[src/hw/gated_timer_pkg.sv]
`default_nettype none
package gated_timer_pkg;
    // Register offsets, as printed (byte addresses of the 8-bit register file)
    localparam logic [11:0] GATE_CONTROL_OFS    = 12'h0f9a;
    localparam logic [11:0] COUNTER_CONTROL_OFS = 12'h0fcd;
    localparam logic [11:0] COUNT_LOW_OFS       = 12'h0fce;
    localparam logic [11:0] COUNT_HIGH_OFS      = 12'h0fcf;
    localparam logic [11:0] STATUS_OFS          = 12'h0fd0;

    // Counter control field positions
    localparam int CC_ON     = 0;
    localparam int CC_WIDE   = 1;
    localparam int CC_NOSYNC = 2;
    localparam int CC_XTAL   = 3;
    localparam int CC_PS_LO  = 4;
    localparam int CC_CS_LO  = 6;

    // Gate control field positions
    localparam int GC_SS_LO  = 0;
    localparam int GC_VAL    = 2;
    localparam int GC_GO     = 3;
    localparam int GC_SPM    = 4;
    localparam int GC_TM     = 5;
    localparam int GC_POL    = 6;
    localparam int GC_GE     = 7;

    // Status register bit positions
    localparam int ST_OVF    = 0;
    localparam int ST_GDONE  = 1;
    localparam int ST_SOSC   = 2;

    // Reset values
    localparam logic [7:0] COUNTER_CONTROL_RST = 8'h00;
    localparam logic [7:0] GATE_CONTROL_RST    = 8'h00;

    // Clock source encodings
    localparam logic [1:0] CS_INSTR = 2'b00;
    localparam logic [1:0] CS_SYS   = 2'b01;
    localparam logic [1:0] CS_EXT   = 2'b10;

    // Gate source encodings
    localparam logic [1:0] GS_PIN   = 2'b00;
    localparam logic [1:0] GS_MATCH = 2'b01;
    localparam logic [1:0] GS_CMP1  = 2'b10;
    localparam logic [1:0] GS_CMP2  = 2'b11;

    // Instruction cycle is four system clocks
    localparam int INSTR_DIV = 4;

    // Register bus request
    typedef struct packed {
        logic [11:0] addr;
        logic [7:0]  wdata;
        logic        wr;
        logic        rd;
    } bus_req_t;

    // Raw gate sources
    typedef struct packed {
        logic pin;
        logic periodMatch;
        logic cmp1;
        logic cmp2;
    } gate_src_t;

    // Single-pulse acquisition states
    typedef enum logic [1:0] {
        SP_IDLE,
        SP_ARMED,
        SP_COUNTING
    } sp_state_t;
endpackage
`default_nettype wire

[src/hw/gated_timer.sv]
`default_nettype none
// Behaviour
// - Gate enable ignored while off; when on, set means gate decides counting.
// - Polarity one counts on high gate, zero counts on low gate.
// - Toggle mode routes gate through flip-flop; otherwise flip-flop held clear.
// - Single-pulse mode puts acquisition logic in control of the gate.
// - Acquisition go bit reads one while armed, zero when done or idle.
// - Clearing single-pulse mode clears the go bit.
// - Gate level status shows the applied gate, regardless of gate enable.
// - Gate source: pin, period match, comparator one, comparator two.
// - Sixteen-bit up counter in byte pair; internal source counts per cycle.
// - External source counts rising edges, always synchronised whatever the no-sync bit.
// - While counter on, crystal pins are inputs and read back zero.
// - Clock source: system, system/4, external pin, or crystal.
// - Counter mode needs a falling edge before first counted rising edge.
// - Wide mode: low byte read copies live high byte into buffer.
// - Wide mode: high write loads buffer; low write loads both bytes.
// - High byte write keeps prescaler; low byte write clears it.
// - Crystal enable starts the oscillator, kept running in low power.
// - Secondary oscillator running flag set while crystal enabled and clocking the system.
// - Armed acquisition counts from next gate edge, ends on trailing edge.
// - Period-match gate source is a one instruction cycle high pulse.
// - Counter rolls from maximum to zero and latches overflow flag.
// - Prescaler divides by one, two, four or eight.
module gated_timer
    import gated_timer_pkg::*;
#(
    parameter int CNT_W = 16
) (
    input  wire logic       mclk,
    input  wire logic       rst_b,
    input  wire bus_req_t   busReq,
    output logic [7:0]      rdata,
    input  wire gate_src_t  gateSrc,
    input  wire logic       extCountIn,
    input  wire logic       crystalIn,
    input  wire logic       sysClkFromCrystal,
    input  wire logic [1:0] pinDirCtl,
    input  wire logic [1:0] pinOutCtl,
    output logic [1:0]      pinOut,
    output logic [1:0]      pinOutEn,
    output logic [1:0]      pinReadback,
    output logic            crystalPowerUp,
    output logic            overflowFlag,
    output logic            gateDoneFlag
);
    // Control registers and counter state
    logic [7:0]       ctrl_r;
    logic [1:0]       gateSel_r;
    logic             gateEn_r, gatePol_r, gateTm_r, gateSpm_r;
    logic [CNT_W-1:0] count_r, count_nxt;
    logic [7:0]       highBuf_r;
    logic [2:0]       presc_r, presc_nxt;
    logic [1:0]       instrDiv_r;
    logic             toggle_r;
    logic             gateSeen_r;
    logic             armed_r;
    logic             fallSeen_r;
    logic             ovf_r, gdone_r;
    logic             oscRun_r;
    logic [7:0]       rdata_r;
    sp_state_t        spState_r, spState_nxt;

    // Two-flop synchronisers for pins and crossing sources
    logic [3:0] sync1_r, sync2_r;
    logic [2:0] pinSync1_r, pinSync2_r;
    logic       extLast_r;

    always_ff @(posedge mclk or negedge rst_b) begin
        if (!rst_b) begin
            sync1_r    <= 4'h0;
            sync2_r    <= 4'h0;
            pinSync1_r <= 3'h0;
            pinSync2_r <= 3'h0;
        end else begin
            sync1_r    <= gateSrc;
            sync2_r    <= sync1_r;
            pinSync1_r <= {extCountIn, crystalIn, sysClkFromCrystal};
            pinSync2_r <= pinSync1_r;
        end
    end

    // Named views of synchronised inputs
    gate_src_t gs;
    wire extCnt   = pinSync2_r[2];
    wire xtalCnt  = pinSync2_r[1];
    wire sysXtal  = pinSync2_r[0];
    assign gs = gate_src_t'(sync2_r);

    // Control fields
    wire       counterOn = ctrl_r[CC_ON];
    wire       wideMode  = ctrl_r[CC_WIDE];
    wire       xtalEn    = ctrl_r[CC_XTAL];
    wire [1:0] psSel     = ctrl_r[CC_PS_LO +: 2];
    wire [1:0] csSel     = ctrl_r[CC_CS_LO +: 2];

    // Bus decode
    wire wrGate = busReq.wr && busReq.addr == GATE_CONTROL_OFS;
    wire wrCtrl = busReq.wr && busReq.addr == COUNTER_CONTROL_OFS;
    wire wrLow  = busReq.wr && busReq.addr == COUNT_LOW_OFS;
    wire wrHigh = busReq.wr && busReq.addr == COUNT_HIGH_OFS;
    wire wrStat = busReq.wr && busReq.addr == STATUS_OFS;
    wire rdLow  = busReq.rd && busReq.addr == COUNT_LOW_OFS;

    // Instruction-cycle enable from a divide-by-four counter
    wire instrTick = instrDiv_r == 2'(INSTR_DIV - 1);

    // Raw gate source mux; period match is a one-cycle pulse from outside
    logic srcSel;
    always_comb begin
        case (gateSel_r)
            GS_PIN:   srcSel = gs.pin;
            GS_MATCH: srcSel = gs.periodMatch;
            GS_CMP1:  srcSel = gs.cmp1;
            GS_CMP2:  srcSel = gs.cmp2;
            default:  srcSel = gs.pin;
        endcase
    end

    // Polarity folds into the gate before the toggle stage
    wire polGate  = gatePol_r ? srcSel : ~srcSel;
    wire polRise  = polGate && !gateSeen_r;
    wire toggled  = gateTm_r ? toggle_r : polGate;
    wire tgRise   = gateTm_r ? polRise && !toggle_r : polRise;
    wire tgFall   = gateTm_r ? polRise && toggle_r
                             : !polGate && gateSeen_r;

    // Single-pulse stage: counts only between the armed edge pair
    always_comb begin
        spState_nxt = spState_r;
        case (spState_r)
            SP_IDLE:     if (armed_r) spState_nxt = SP_ARMED;
            // A go bit cleared by software abandons the armed wait
            SP_ARMED: begin
                if (!armed_r) spState_nxt = SP_IDLE;
                else if (tgRise) spState_nxt = SP_COUNTING;
            end
            SP_COUNTING: if (tgFall) spState_nxt = SP_IDLE;
            default:     spState_nxt = SP_IDLE;
        endcase
        if (!gateSpm_r) begin
            spState_nxt = SP_IDLE;
        end
    end
    wire spDone   = spState_r == SP_COUNTING && tgFall;
    wire effGate  = gateSpm_r ? (spState_r == SP_COUNTING) && toggled
                              : toggled;
    wire gateOk   = !gateEn_r || effGate;

    // Clock source edges; crystal chosen by crystal enable
    wire extLevel = xtalEn ? xtalCnt : extCnt;
    wire extRise  = extLevel && !extLast_r && fallSeen_r;
    logic srcTick;
    always_comb begin
        case (csSel)
            CS_SYS:   srcTick = 1'b1;
            CS_INSTR: srcTick = instrTick;
            CS_EXT:   srcTick = extRise;
            default:  srcTick = instrTick;
        endcase
    end

    // Prescaler: tick when low bits all set for the chosen ratio
    function automatic logic prescDone(input logic [2:0] c,
                                       input logic [1:0] s);
        logic [2:0] m;
        m = 3'((4'h1 << s) - 4'h1);
        prescDone = (c & m) == m;
    endfunction

    wire countTick = counterOn && gateOk && srcTick
                  && prescDone(presc_r, psSel);
    wire rollover  = countTick && &count_r;

    // Counter and prescaler next values; writes win over counting
    always_comb begin
        count_nxt = count_r;
        presc_nxt = presc_r;
        if (counterOn && gateOk && srcTick) begin
            presc_nxt = prescDone(presc_r, psSel) ? 3'h0 : presc_r + 3'h1;
        end
        if (countTick) begin
            count_nxt = count_r + CNT_W'(1);
        end
        if (wrLow) begin
            presc_nxt = 3'h0;
            count_nxt = {wideMode ? highBuf_r : count_r[15:8],
                         busReq.wdata};
        end else if (wrHigh && !wideMode) begin
            count_nxt = {busReq.wdata, count_r[7:0]};
        end
    end

    // Control registers
    always_ff @(posedge mclk or negedge rst_b) begin
        if (!rst_b) begin
            ctrl_r    <= COUNTER_CONTROL_RST;
            gateEn_r  <= GATE_CONTROL_RST[GC_GE];
            gatePol_r <= GATE_CONTROL_RST[GC_POL];
            gateTm_r  <= GATE_CONTROL_RST[GC_TM];
            gateSpm_r <= GATE_CONTROL_RST[GC_SPM];
            gateSel_r <= GATE_CONTROL_RST[GC_SS_LO +: 2];
        end else begin
            if (wrCtrl) ctrl_r <= busReq.wdata;
            if (wrGate) begin
                gateEn_r  <= busReq.wdata[GC_GE];
                gatePol_r <= busReq.wdata[GC_POL];
                gateTm_r  <= busReq.wdata[GC_TM];
                gateSpm_r <= busReq.wdata[GC_SPM];
                gateSel_r <= busReq.wdata[GC_SS_LO +: 2];
            end
        end
    end

    // Counter, prescaler, high-byte buffer
    always_ff @(posedge mclk or negedge rst_b) begin
        if (!rst_b) begin
            count_r    <= '0;
            presc_r    <= 3'h0;
            highBuf_r  <= 8'h00;
            instrDiv_r <= 2'h0;
        end else begin
            count_r    <= count_nxt;
            presc_r    <= presc_nxt;
            instrDiv_r <= instrDiv_r + 2'h1;
            if (rdLow && wideMode) highBuf_r <= count_r[15:8];
            else if (wrHigh) highBuf_r <= busReq.wdata;
        end
    end

    // Gate toggle, edge history and acquisition state
    always_ff @(posedge mclk or negedge rst_b) begin
        if (!rst_b) begin
            toggle_r   <= 1'b0;
            gateSeen_r <= 1'b1;  // Reset gate level, so no false edge
            spState_r  <= SP_IDLE;
            armed_r    <= 1'b0;
        end else begin
            gateSeen_r <= polGate;
            if (!gateTm_r) toggle_r <= 1'b0;
            else if (polRise) toggle_r <= ~toggle_r;
            spState_r <= spState_nxt;
            // Hardware clear on completion or leaving the mode
            if (!gateSpm_r || spDone) armed_r <= 1'b0;
            else if (wrGate) armed_r <= busReq.wdata[GC_GO]
                                        && busReq.wdata[GC_SPM];
        end
    end

    // External edge qualification; re-armed by writes and disable
    always_ff @(posedge mclk or negedge rst_b) begin
        if (!rst_b) begin
            extLast_r  <= 1'b1;
            fallSeen_r <= 1'b0;
        end else begin
            extLast_r <= extLevel;
            if (!counterOn || wrLow || wrHigh) fallSeen_r <= 1'b0;
            else if (!extLevel && extLast_r) fallSeen_r <= 1'b1;
        end
    end

    // Status flags; overflow and done are sticky, a hardware set beats a software clear
    always_ff @(posedge mclk or negedge rst_b) begin
        if (!rst_b) begin
            ovf_r    <= 1'b0;
            gdone_r  <= 1'b0;
            oscRun_r <= 1'b0;
        end else begin
            oscRun_r <= sysXtal && xtalEn;
            if (rollover) ovf_r <= 1'b1;
            else if (wrStat && !busReq.wdata[ST_OVF]) ovf_r <= 1'b0;
            if (spDone) gdone_r <= 1'b1;
            else if (wrStat && !busReq.wdata[ST_GDONE]) gdone_r <= 1'b0;
        end
    end

    // Read mux; wide mode shows the buffer at the high address
    logic [7:0] rdMux;
    always_comb begin
        case (busReq.addr)
            GATE_CONTROL_OFS:    rdMux = {gateEn_r, gatePol_r, gateTm_r,
                                          gateSpm_r, armed_r, effGate,
                                          gateSel_r};
            COUNTER_CONTROL_OFS: rdMux = ctrl_r;
            COUNT_LOW_OFS:       rdMux = count_r[7:0];
            COUNT_HIGH_OFS:      rdMux = wideMode ? highBuf_r
                                                  : count_r[15:8];
            STATUS_OFS:          rdMux = {5'h00, oscRun_r, gdone_r, ovf_r};
            default:             rdMux = 8'h00;
        endcase
    end

    always_ff @(posedge mclk or negedge rst_b) begin
        if (!rst_b) rdata_r <= 8'h00;
        else        rdata_r <= busReq.rd ? rdMux : 8'h00;
    end

    // Pin control; enabled counter forces both pins to inputs
    assign pinOut         = pinOutCtl;
    assign pinOutEn       = counterOn ? 2'b00 : ~pinDirCtl;
    assign pinReadback    = counterOn ? 2'b00
                                      : {pinSync2_r[1], pinSync2_r[2]};
    assign crystalPowerUp = xtalEn;
    assign rdata          = rdata_r;
    assign overflowFlag   = ovf_r;
    assign gateDoneFlag   = gdone_r;
endmodule
`default_nettype wire

[config.mk]
export PLATFORM = sky130hd
export DESIGN_NAME = gated_timer
export DESIGN_NICKNAME = d
export VERILOG_FILES = /design/src/hw/gated_timer_pkg.sv /design/src/hw/gated_timer.sv
export SDC_FILE = /design/constraint.sdc
export NUM_CORES = 1
export LEC_CHECK = 0
export ABC_AREA = 1
export BUFFER_PORTS_ARGS = -buffer_cell sky130_fd_sc_hd__buf_2
export CAP_MARGIN = 20
export CELL_PAD_IN_SITES_DETAIL_PLACEMENT = 1
export CELL_PAD_IN_SITES_GLOBAL_PLACEMENT = 2
export CORE_AREA = 4 4 115 117
export CTS_BUF_LIST = sky130_fd_sc_hd__clkbuf_16
export CTS_CLUSTER_DIAMETER = 100
export CTS_CLUSTER_SIZE = 10
export DETAILED_ROUTE_END_ITERATION = 10
export DIE_AREA = 0 0 119 121
export HOLD_SLACK_MARGIN = 0.05
export PLACE_DENSITY_LB_ADDON = 0.1
export SYNTH_ARGS = -nofsm -noshare
export SYNTH_HDL_FRONTEND = slang
export SYNTH_SLANG_ARGS = --single-unit
[constraint.sdc]
create_clock -name mclk -period 2.1 [get_ports mclk]
set_input_delay 0.105 -clock mclk [delete_from_list [all_inputs] [get_ports mclk]]
set_output_delay 0.105 -clock mclk [all_outputs]
set_load 0.01 [all_outputs]
---- Yosys cells after proc, flatten, opt, wreduce, memory -nomap -nowiden ----
Cells that the tools add are included.
word-level totals
  register bits ........................... 75
  input port bits ......................... 35
  output and inout port bits .............. 17
  word-level logic and storage cells ...... 143
operators by class
  $add $sub $neg .......................... 4
  eq/ne operators ......................... 19
  shift operators ......................... 1
  mux-type cells .......................... 37
  bitwise logic cells ..................... 4
  reductions and logical operators ........ 53
operators by type and width
  cell                   count
  $eq 12x12->1 const B   5
  $mux 16                3
  $pmux 8 s5             1
  $mux 8                 4
  $logic_and 1x1->1      25
  $add 16x1->16 const B  1
  $mux 1                 16
  $reduce_and 16->1      1
  $mux 2                 7
  $reduce_bool 2->1      7
  $logic_not 1->1        11
  $eq 2x2->1 const B     5
  $mux 3                 3
  $eq 2x1->1 const B     3
  $ne 3x3->1 const B     2
  $pmux 2 s3             1
  $logic_not 2->1        2
  $logic_or 1x1->1       4
  $ne 4x4->1 const B     1
  $pmux 1 s4             1
  $add 3x1->3 const B    1
  $and 3x3->3            1
  $eq 3x3->1             1
  $reduce_and 3->1       1
  10 further kinds       11

---- Depth between registers and ports, before layout ----
Gate-level depths: netlist (run 1).
  depth after elaboration ................. 14
  mapped depth ............................ 13
  depth with buffers taken out ............ 13

---- Least setup slack after synthesis (run 1) ----
OpenSTA, ideal clock, no wires.
  kind .................................... reg2reg
  start ................................... reg ctrl_r[6]
  end ..................................... reg count_r[2]
  setup time .............................. 0.117 ns
  data arrival time ....................... 1.492 ns
  data required time ...................... 1.983 ns
  setup slack ............................. 0.491 ns
  cell stages (with the launch flop) ...... 11
  path buffers ............................ 0
  period minus slack after synthesis ...... 1.609 ns
  path through ............................ dfrtp_1 inv_1 ha_1 inv_1 o21ai_0 a21oi_1 nand3_1 nand2_4 nand2_4 nand2_1 nand2_1
on the way
  longest elaborated chain between the ends .. 6
  elaborated cells on any way between the ends .. 7
  classes of those cells .................. eq/ne (2); mux (1); reduce/logical (4)
ends and longest elaborated chain
  what                                      RTL line            RTL
  start: declaration                        gated_timer.sv:48   logic [7:0] ctrl_r;
  start signal: assignment                  gated_timer.sv:204  if (wrCtrl) ctrl_r <= busReq.wdata;
  $eq 2x2->1 or $eq 2x1->1 (tied branches)  gated_timer.sv:155  case (csSel)
  $pmux 1 s2 (*)                            gated_timer.sv:155
  $logic_and 1x1->1 (*)                     gated_timer.sv:171  wire countTick = counterOn && gateOk && srcTick
  $logic_and 1x1->1 (*)                     gated_timer.sv:172  && prescDone(presc_r, psSel);
  $reduce_bool 2->1 (no line) (*)           -
  $reduce_and 2->1 (no line) (*)            -
  end signal: assignment                    gated_timer.sv:223  count_r <= count_nxt;
  end: declaration                          gated_timer.sv:51   logic [CNT_W-1:0] count_r, count_nxt;
Every way passes the cells marked *; elsewhere a longest branch is shown, timed or not.
A chain may end at the register's enable or synchronous reset.

---- Worst setup path after layout (run 1) ----
  start ................................... reg count_r[0]
  end ..................................... reg count_r[12]
on the way
  longest elaborated chain between the ends .. 4
ends and longest elaborated chain
  what           RTL line            RTL
  $add 16x1->16  gated_timer.sv:183  count_nxt = count_r + CNT_W'(1);
  $mux 16        gated_timer.sv:182  if (countTick) begin
  $mux 16        gated_timer.sv:189  end else if (wrHigh && !wideMode) begin
  $mux 16        gated_timer.sv:185  if (wrLow) begin
Every way passes these cells. The select of a mux whose other input is x is not followed.

==> results.yml, run 1 <==
timing:
  final.setup_skew_ps: 9.39
  min_period_over_period: 0.881
  period_needed_ps: 1850
  fmax_mhz: 540
  tns_ps: 0
  rsz0062_at_grt: "no"
  hold_viol_final: 0
  setup_viol: 0
  tightestPinTransition_ps: 507
  report.final.slew_viol_count: 0
  hold_ws_ps: 116
  max-slew-margin-rel: 0.662
setup_path:
  cpPeakStageDelay_ps: 430
  worst_path_max_delay_cell: "dfrtp_1"
  worstPathRequired_ps: 2320
  crit_type: "register to register"
  cp_num_buf_inv: 1
  cp_max_fo: 5
  crit_path_end_kind: "register"
  arrival_ps: 2070
  cp_top_family: "simple AND/OR/NAND/NOR gates"
  cp-start-kind: "register"
  crit_top_cell: "nand3_1"
  cp_cell_sequence: "ha_1 -> nand3_1 -> nor3_1 -> buf_4 -> nand3_1 -> nand2_1 -> nand3_1 -> nand3_1 -> nand2_1 -> nand2_1 -> o21ai_1"
cells_and_area:
  multi_input_comb_area_mm2: 0.00187
  nNetsFinal: 625
  drive_gt1_frac: 0.168
  ff_latch_area_mm2: 0.00188
  fillerInstances: 1520
  area_growth_pct: 22.0
  diodes: 0
yosys:
  synth-seq-cells: 75
  synth_common_cells: "154 x nand2_1, 73 x dfrtp_1, 55 x inv_1, 53 x nand3_1"
  ys_seq_area_frac: 0.464
  yosys.area.top_type: "dfrtp_1"
  synth_flop_cell: "dfrtp_1"
  synth_cell_types: 40
  yosysMostFrequentCell: "nand2_1"
  synth_fp_nets: 555
  synth.avg_cell_area_um2: 7.86
  syn-instance-count: 515
  synthTopCellsByArea: "dfrtp_1 45%, nand2_1 14%, nand3_1 6.6%, inv_1 5.1%, o21ai_0 4.2%"
  synth_edf_count: 0
  synth.top_cell.area_share: 0.451
  netlist_area_mm2: 0.00405
  async_flop_share: 1.00
  ys_warn_count: 0
power:
  sw_frac_of_total: 0.266
  powerDensity_mw_per_mm2: 659
  ir_drop_uv: 410
  total_power_w: 0.00325
  clkPwrFrac: 0.460
  netSwitchingPower_w: 0.000866
  pwr-share-seq: 0.465
  internal-power_w: 0.00239
  combPwrFrac: 0.074
  leakage_nw: 2.39
routing:
  dr_total_vias: 3729
  via_per_inst: 4.89
  wl_per_cell_um: 17.7
  drtAntennaViolNets: 0
  wirelength_mm: 13.5
  drc_errors: 0
  drt_iter0_drc: 195
  firstDrtPassIters: 4
clocking:
  clock_sinks: 75
  cts_buffers: 9
  cts_tree: "done"
  clk_latency_ps: 350
  clock_path_buffers: 2
  clk_pin_slew_ps: 60
  htreeDepth: 3
  cts-root-buf: "clkbuf_16"
  postCtsSetupBuffers: 0
run_status:
  status: "finished, final reports clean"
grt:
  antenna_found_initial: 0
  grt_max_degree: 42
  grt_pass1_wl_mm: 22.2
  grtUsageTotal: 0.202
  overflow: 0
  grt_pass1_vias: 3942
job:
  drv_cap: 0
die:
  die_height_um: 121
  ios: 52
  die-area_mm2: 0.0144
  fp.dieW_um: 119
  std_cell_rows: 41
  start_util: 0.327
  core-area_mm2: 0.0124
placement:
  gp_congestion: 0.802
  dp_hpwl_mm: 10.3
  port_buffers: 47
hold_path:
  hp-class: "input port to register"
[cell families after synthesis]
family | synth area share
flops | 0.464
simple gates | 0.310
fa+ha+maj | 0.0155
xor+xnor | 0.0195
compound gates | 0.114
buf+inv | 0.0767
[worst reg2reg max path: cells and delay by family, from the launching register on]
family	cells	cell delay, ps
and+or+nand+nor	8	840
DFF	1	430
buffers and inverters	1	160
adders and majority gates	1	220
AOI/OAI and AO/OA	1	80
[cell type report]
| cell class | count | share of cell area |
|---|---|---|
| Sequential cell | 75 | 0.381 |
| Multi-Input combinational cell | 368 | 0.379 |
| Timing Repair Buffer | 71 | 0.0942 |
| Clock buffer | 9 | 0.0456 |
| Inverter | 60 | 0.0456 |
| Tap cell | 172 | 0.0436 |
| Clock inverter | 7 | 0.0117 |
[power by group through the flow]
stage	clock [W]	combinational [W]	sequential (W)
detailed placement	0	0.000226	0.00154
floorplan	0	0.000114	0.00153
global placement	0	0.000221	0.00154
CTS	0.00155	0.000248	0.00151
finish	0.00150	0.000242	0.00151
global route	0.00162	0.000278	0.00152
[state kept, by name, indices dropped and copies added (netlist names), 2 cells and up]
signal      cells
pinSync1_r      3
sync1_r         4
ctrl_r          8
gateSel_r       2
pinSync2_r      3
presc_r         3
gs              4
highBuf_r       8
count_r        16
rdata           8
instrDiv_r      2
spState_r       2
[timing repair]
item / CTS / global route
endpoints found under the hold margin: 48 / 0
setup endpoints to repair: 0 / 15
hold buffers: 14 / 0
resized for setup: 0 / 3
[path summary, 6_finish.rpt]
kind | from | end | slack [ps] | cells after the start
max in group asynchronous | rst_b | gateSeen_r | 1160 | 3
min in group asynchronous | rst_b | pinSync1_r[1] | 270 | 2
hold reg to reg | pinSync1_r[2] | pinSync2_r[2] | 350 | 0
setup / recovery | count_r[0] | count_r[12] | 250 | 11
setup reg to reg | count_r[0] | count_r[12] | 250 | 11
hold / removal | busReq[4] | ctrl_r[2] | 120 | 3
[per-stage QoR]
step / setup slack, ps / cell area, µm² / instances / utilization
4_1_cts: 53.3 / 4920 / 762 / 0.398
3_3_place_gp: 144 / 4500 / 732 / 0.364
3_5_place_dp: 70.9 / 4500 / 732 / 0.364
6_report: 250 / 4940 / 762 / 0.399
5_1_grt: 5.39 / 4940 / 762 / 0.399
2_1_floorplan: 491 / 4050 / 515 / -
[per-layer routing]
metal,share of wire,track usage,vias to the layer above
met1,0.46,0.260,1823
met3,0.034,0.0443,17
met2,0.50,0.343,50
met5,0,0,-
met4,0.012,0.0521,0
li1,-,-,1839
[cell usage in the layout, fill, tap and decap left out, types with 8 or more instances in the layout]
cell type,instances
o221ai_1,8
dfrtp_1,73
buf_2,46
o22ai_1,10
clkbuf_16,9
inv_1,55
nor2_1,34
nand2_1,154
dlygate4sd3_1,14
o21ai_0,34
nand4_1,9
nand3_1,52
buf_4,10
(Power assumes the default switching activity.)
==> inputs of run 2 (changes only) <==
--- a/config.mk
+++ b/config.mk
@@ -6,16 +6,16 @@
 export NUM_CORES = 1
 export LEC_CHECK = 0
 export ABC_AREA = 1
-export BUFFER_PORTS_ARGS = -buffer_cell sky130_fd_sc_hd__buf_2
 export CAP_MARGIN = 20
 export CELL_PAD_IN_SITES_DETAIL_PLACEMENT = 1
 export CELL_PAD_IN_SITES_GLOBAL_PLACEMENT = 2
-export CORE_AREA = 4 4 115 117
+export CORE_AREA = 4 4 110 112
 export CTS_BUF_LIST = sky130_fd_sc_hd__clkbuf_16
 export CTS_CLUSTER_DIAMETER = 100
 export CTS_CLUSTER_SIZE = 10
 export DETAILED_ROUTE_END_ITERATION = 10
-export DIE_AREA = 0 0 119 121
+export DIE_AREA = 0 0 114 116
+export DONT_BUFFER_PORTS = 1
 export HOLD_SLACK_MARGIN = 0.05
 export PLACE_DENSITY_LB_ADDON = 0.1
 export SYNTH_ARGS = -nofsm -noshare
==> run 2 against run 1 <==
  * Critical path depth shrank 1
  * Clock-buffer cell count is the same
  * Maximum frequency shrank 1.7%
  * Die area shrank 8.2%
  * Clock skew shrank 1.3 ps
  * Register-to-register slack lost 30 ps
  * Highest routed layer unchanged
==> results.yml, run 2 (synthesis results as in run 1) <==
power:
  powerDensity_mw_per_mm2: 692
  ir_drop_uv: 619
  leakage_nw: 2.25
clocking:
  cts_tree: "done"
  clk_latency_ps: 350
  postCtsSetupBuffers: 0
  htreeDepth: 3
  cts_buffers: 9
  clock_sinks: 75
  clk_pin_slew_ps: 60
  cts-root-buf: "clkbuf_16"
  clock_path_buffers: 2
grt:
  grt_pass1_wl_mm: 21.9
  grtUsageTotal: 0.220
  grt_max_degree: 76
  grt_pass1_vias: 3885
  overflow: 0
  antenna_found_initial: 0
die:
  die-area_mm2: 0.0132
  die_height_um: 116
  std_cell_rows: 39
  core-area_mm2: 0.0112
  fp.dieW_um: 114
  start_util: 0.361
  ios: 52
cells_and_area:
  fillerInstances: 1386
  diodes: 0
  nNetsFinal: 585
  stdcell_area_mm2: 0.00474
  area_growth_pct: 17.2
  regMostFlops: "count_r"
  drive_gt1_frac: 0.0982
  largest_reg_flops: 16
  stdcell_count: 693
  final_common_cell: "nand2_1"
  most-common-layout-cells: "154 x nand2_1, 73 x dfrtp_1, 56 x inv_1, 52 x nand3_1"
setup_path:
  crit_path_end_kind: "register"
  cp_max_fo: 7
  worstPathRequired_ps: 2330
  arrival_ps: 2110
  r2r_setup_slack_ps: 220
  cp-start-kind: "register"
  crit_type: "register to register"
timing:
  tightestPinTransition_ps: 477
  hold_viol_final: 0
  fmax_mhz: 532
  min_period_over_period: 0.896
  report.final.slew_viol_count: 0
  period_needed_ps: 1880
  final.setup_skew_ps: 8.12
  rsz0062_at_grt: "no"
  max-slew-margin-rel: 0.681
  setup_viol: 0
  tns_ps: 0
  setup_ws_ps: 219
hold_path:
  hp-class: "input port to register"
placement:
  placed_cell_area_mm2: 0.00423
  gp_congestion: 0.826
  dp_cells: 658
  dp_slack_ps: 35.3
  dp_hpwl_mm: 10.0
  port_buffers: 0
job:
  drv_cap: 0
routing:
  wirelength_mm: 13.5
  firstDrtPassIters: 4
  via_per_inst: 5.27
  dr_total_vias: 3653
  wl_per_cell_um: 19.5
  drt_iter0_drc: 213
  drc_errors: 0
  drtAntennaViolNets: 0
run_status:
  status: "finished, final reports clean"
==> run 2: area by class of cell <==
type / count / area, µm² / share of cell area
multi-input cells: 368 / 1870 / 0.394
well taps: 143 / 179 / 0.0377
repair buffers: 31 / 298 / 0.0628
clock buffers: 9 / 225 / 0.0475
clock inverters: 7 / 68.8 / 0.0145
inverters: 60 / 225 / 0.0475
flip-flops and latches: 75 / 1880 / 0.396
==> run 2: critical path, cell delays in order (launching register included) <==
cell     delay, ps
dfrtp_1        370
inv_1           70
ha_1           320
inv_1           70
o21ai_0         90
a21oi_2        230
nand3_2        180
nand2_2        170
inv_1          130
nand2_1         80
nand2_1         50
==> run 2: worst paths after layout <==
path | start | endpoint | depth (start not counted)
max reg2reg | ctrl_r[6] | count_r[14] | 10
min in group asynchronous | rst_b | instrDiv_r[1] | 2
max | ctrl_r[6] | count_r[14] | 10
min | busReq[7] | count_r[13] | 4
max in group asynchronous | rst_b | gateSeen_r | 2
min reg2reg | sync1_r[3] | gs[3] | 0
==> run 2: repair_timing <==
action	CTS	global route
resized for setup	0	2
endpoints found under the setup margin	0	15
hold buffers	19	0
endpoints found under the hold margin	96	0
==> run 2: metal layers <==
layer  global-route usage  vias up  wire [µm]
met5                    0        -          0
met2                0.370       51       6580
met3               0.0590       15        506
li1                     -     1758          -
met1                0.281     1829       6170
met4               0.0586        0        262
==> run 2: power breakdown <==
group	switching, W	internal [W]
Sequential	0.0000288	0.00148
Clock	0.000636	0.000918
Combinational	0.000139	0.0000738
Total	0.000804	0.00247
==> run 2: stage by stage <==
stage               power (W)  utilization  hold WS [ps]
finish                0.00328        0.422          66.4
global route          0.00342        0.422          69.8
CTS                   0.00334        0.422          58.1
detailed placement    0.00169        0.377          -188
global placement      0.00168        0.377          -189
floorplan             0.00164            -          -191
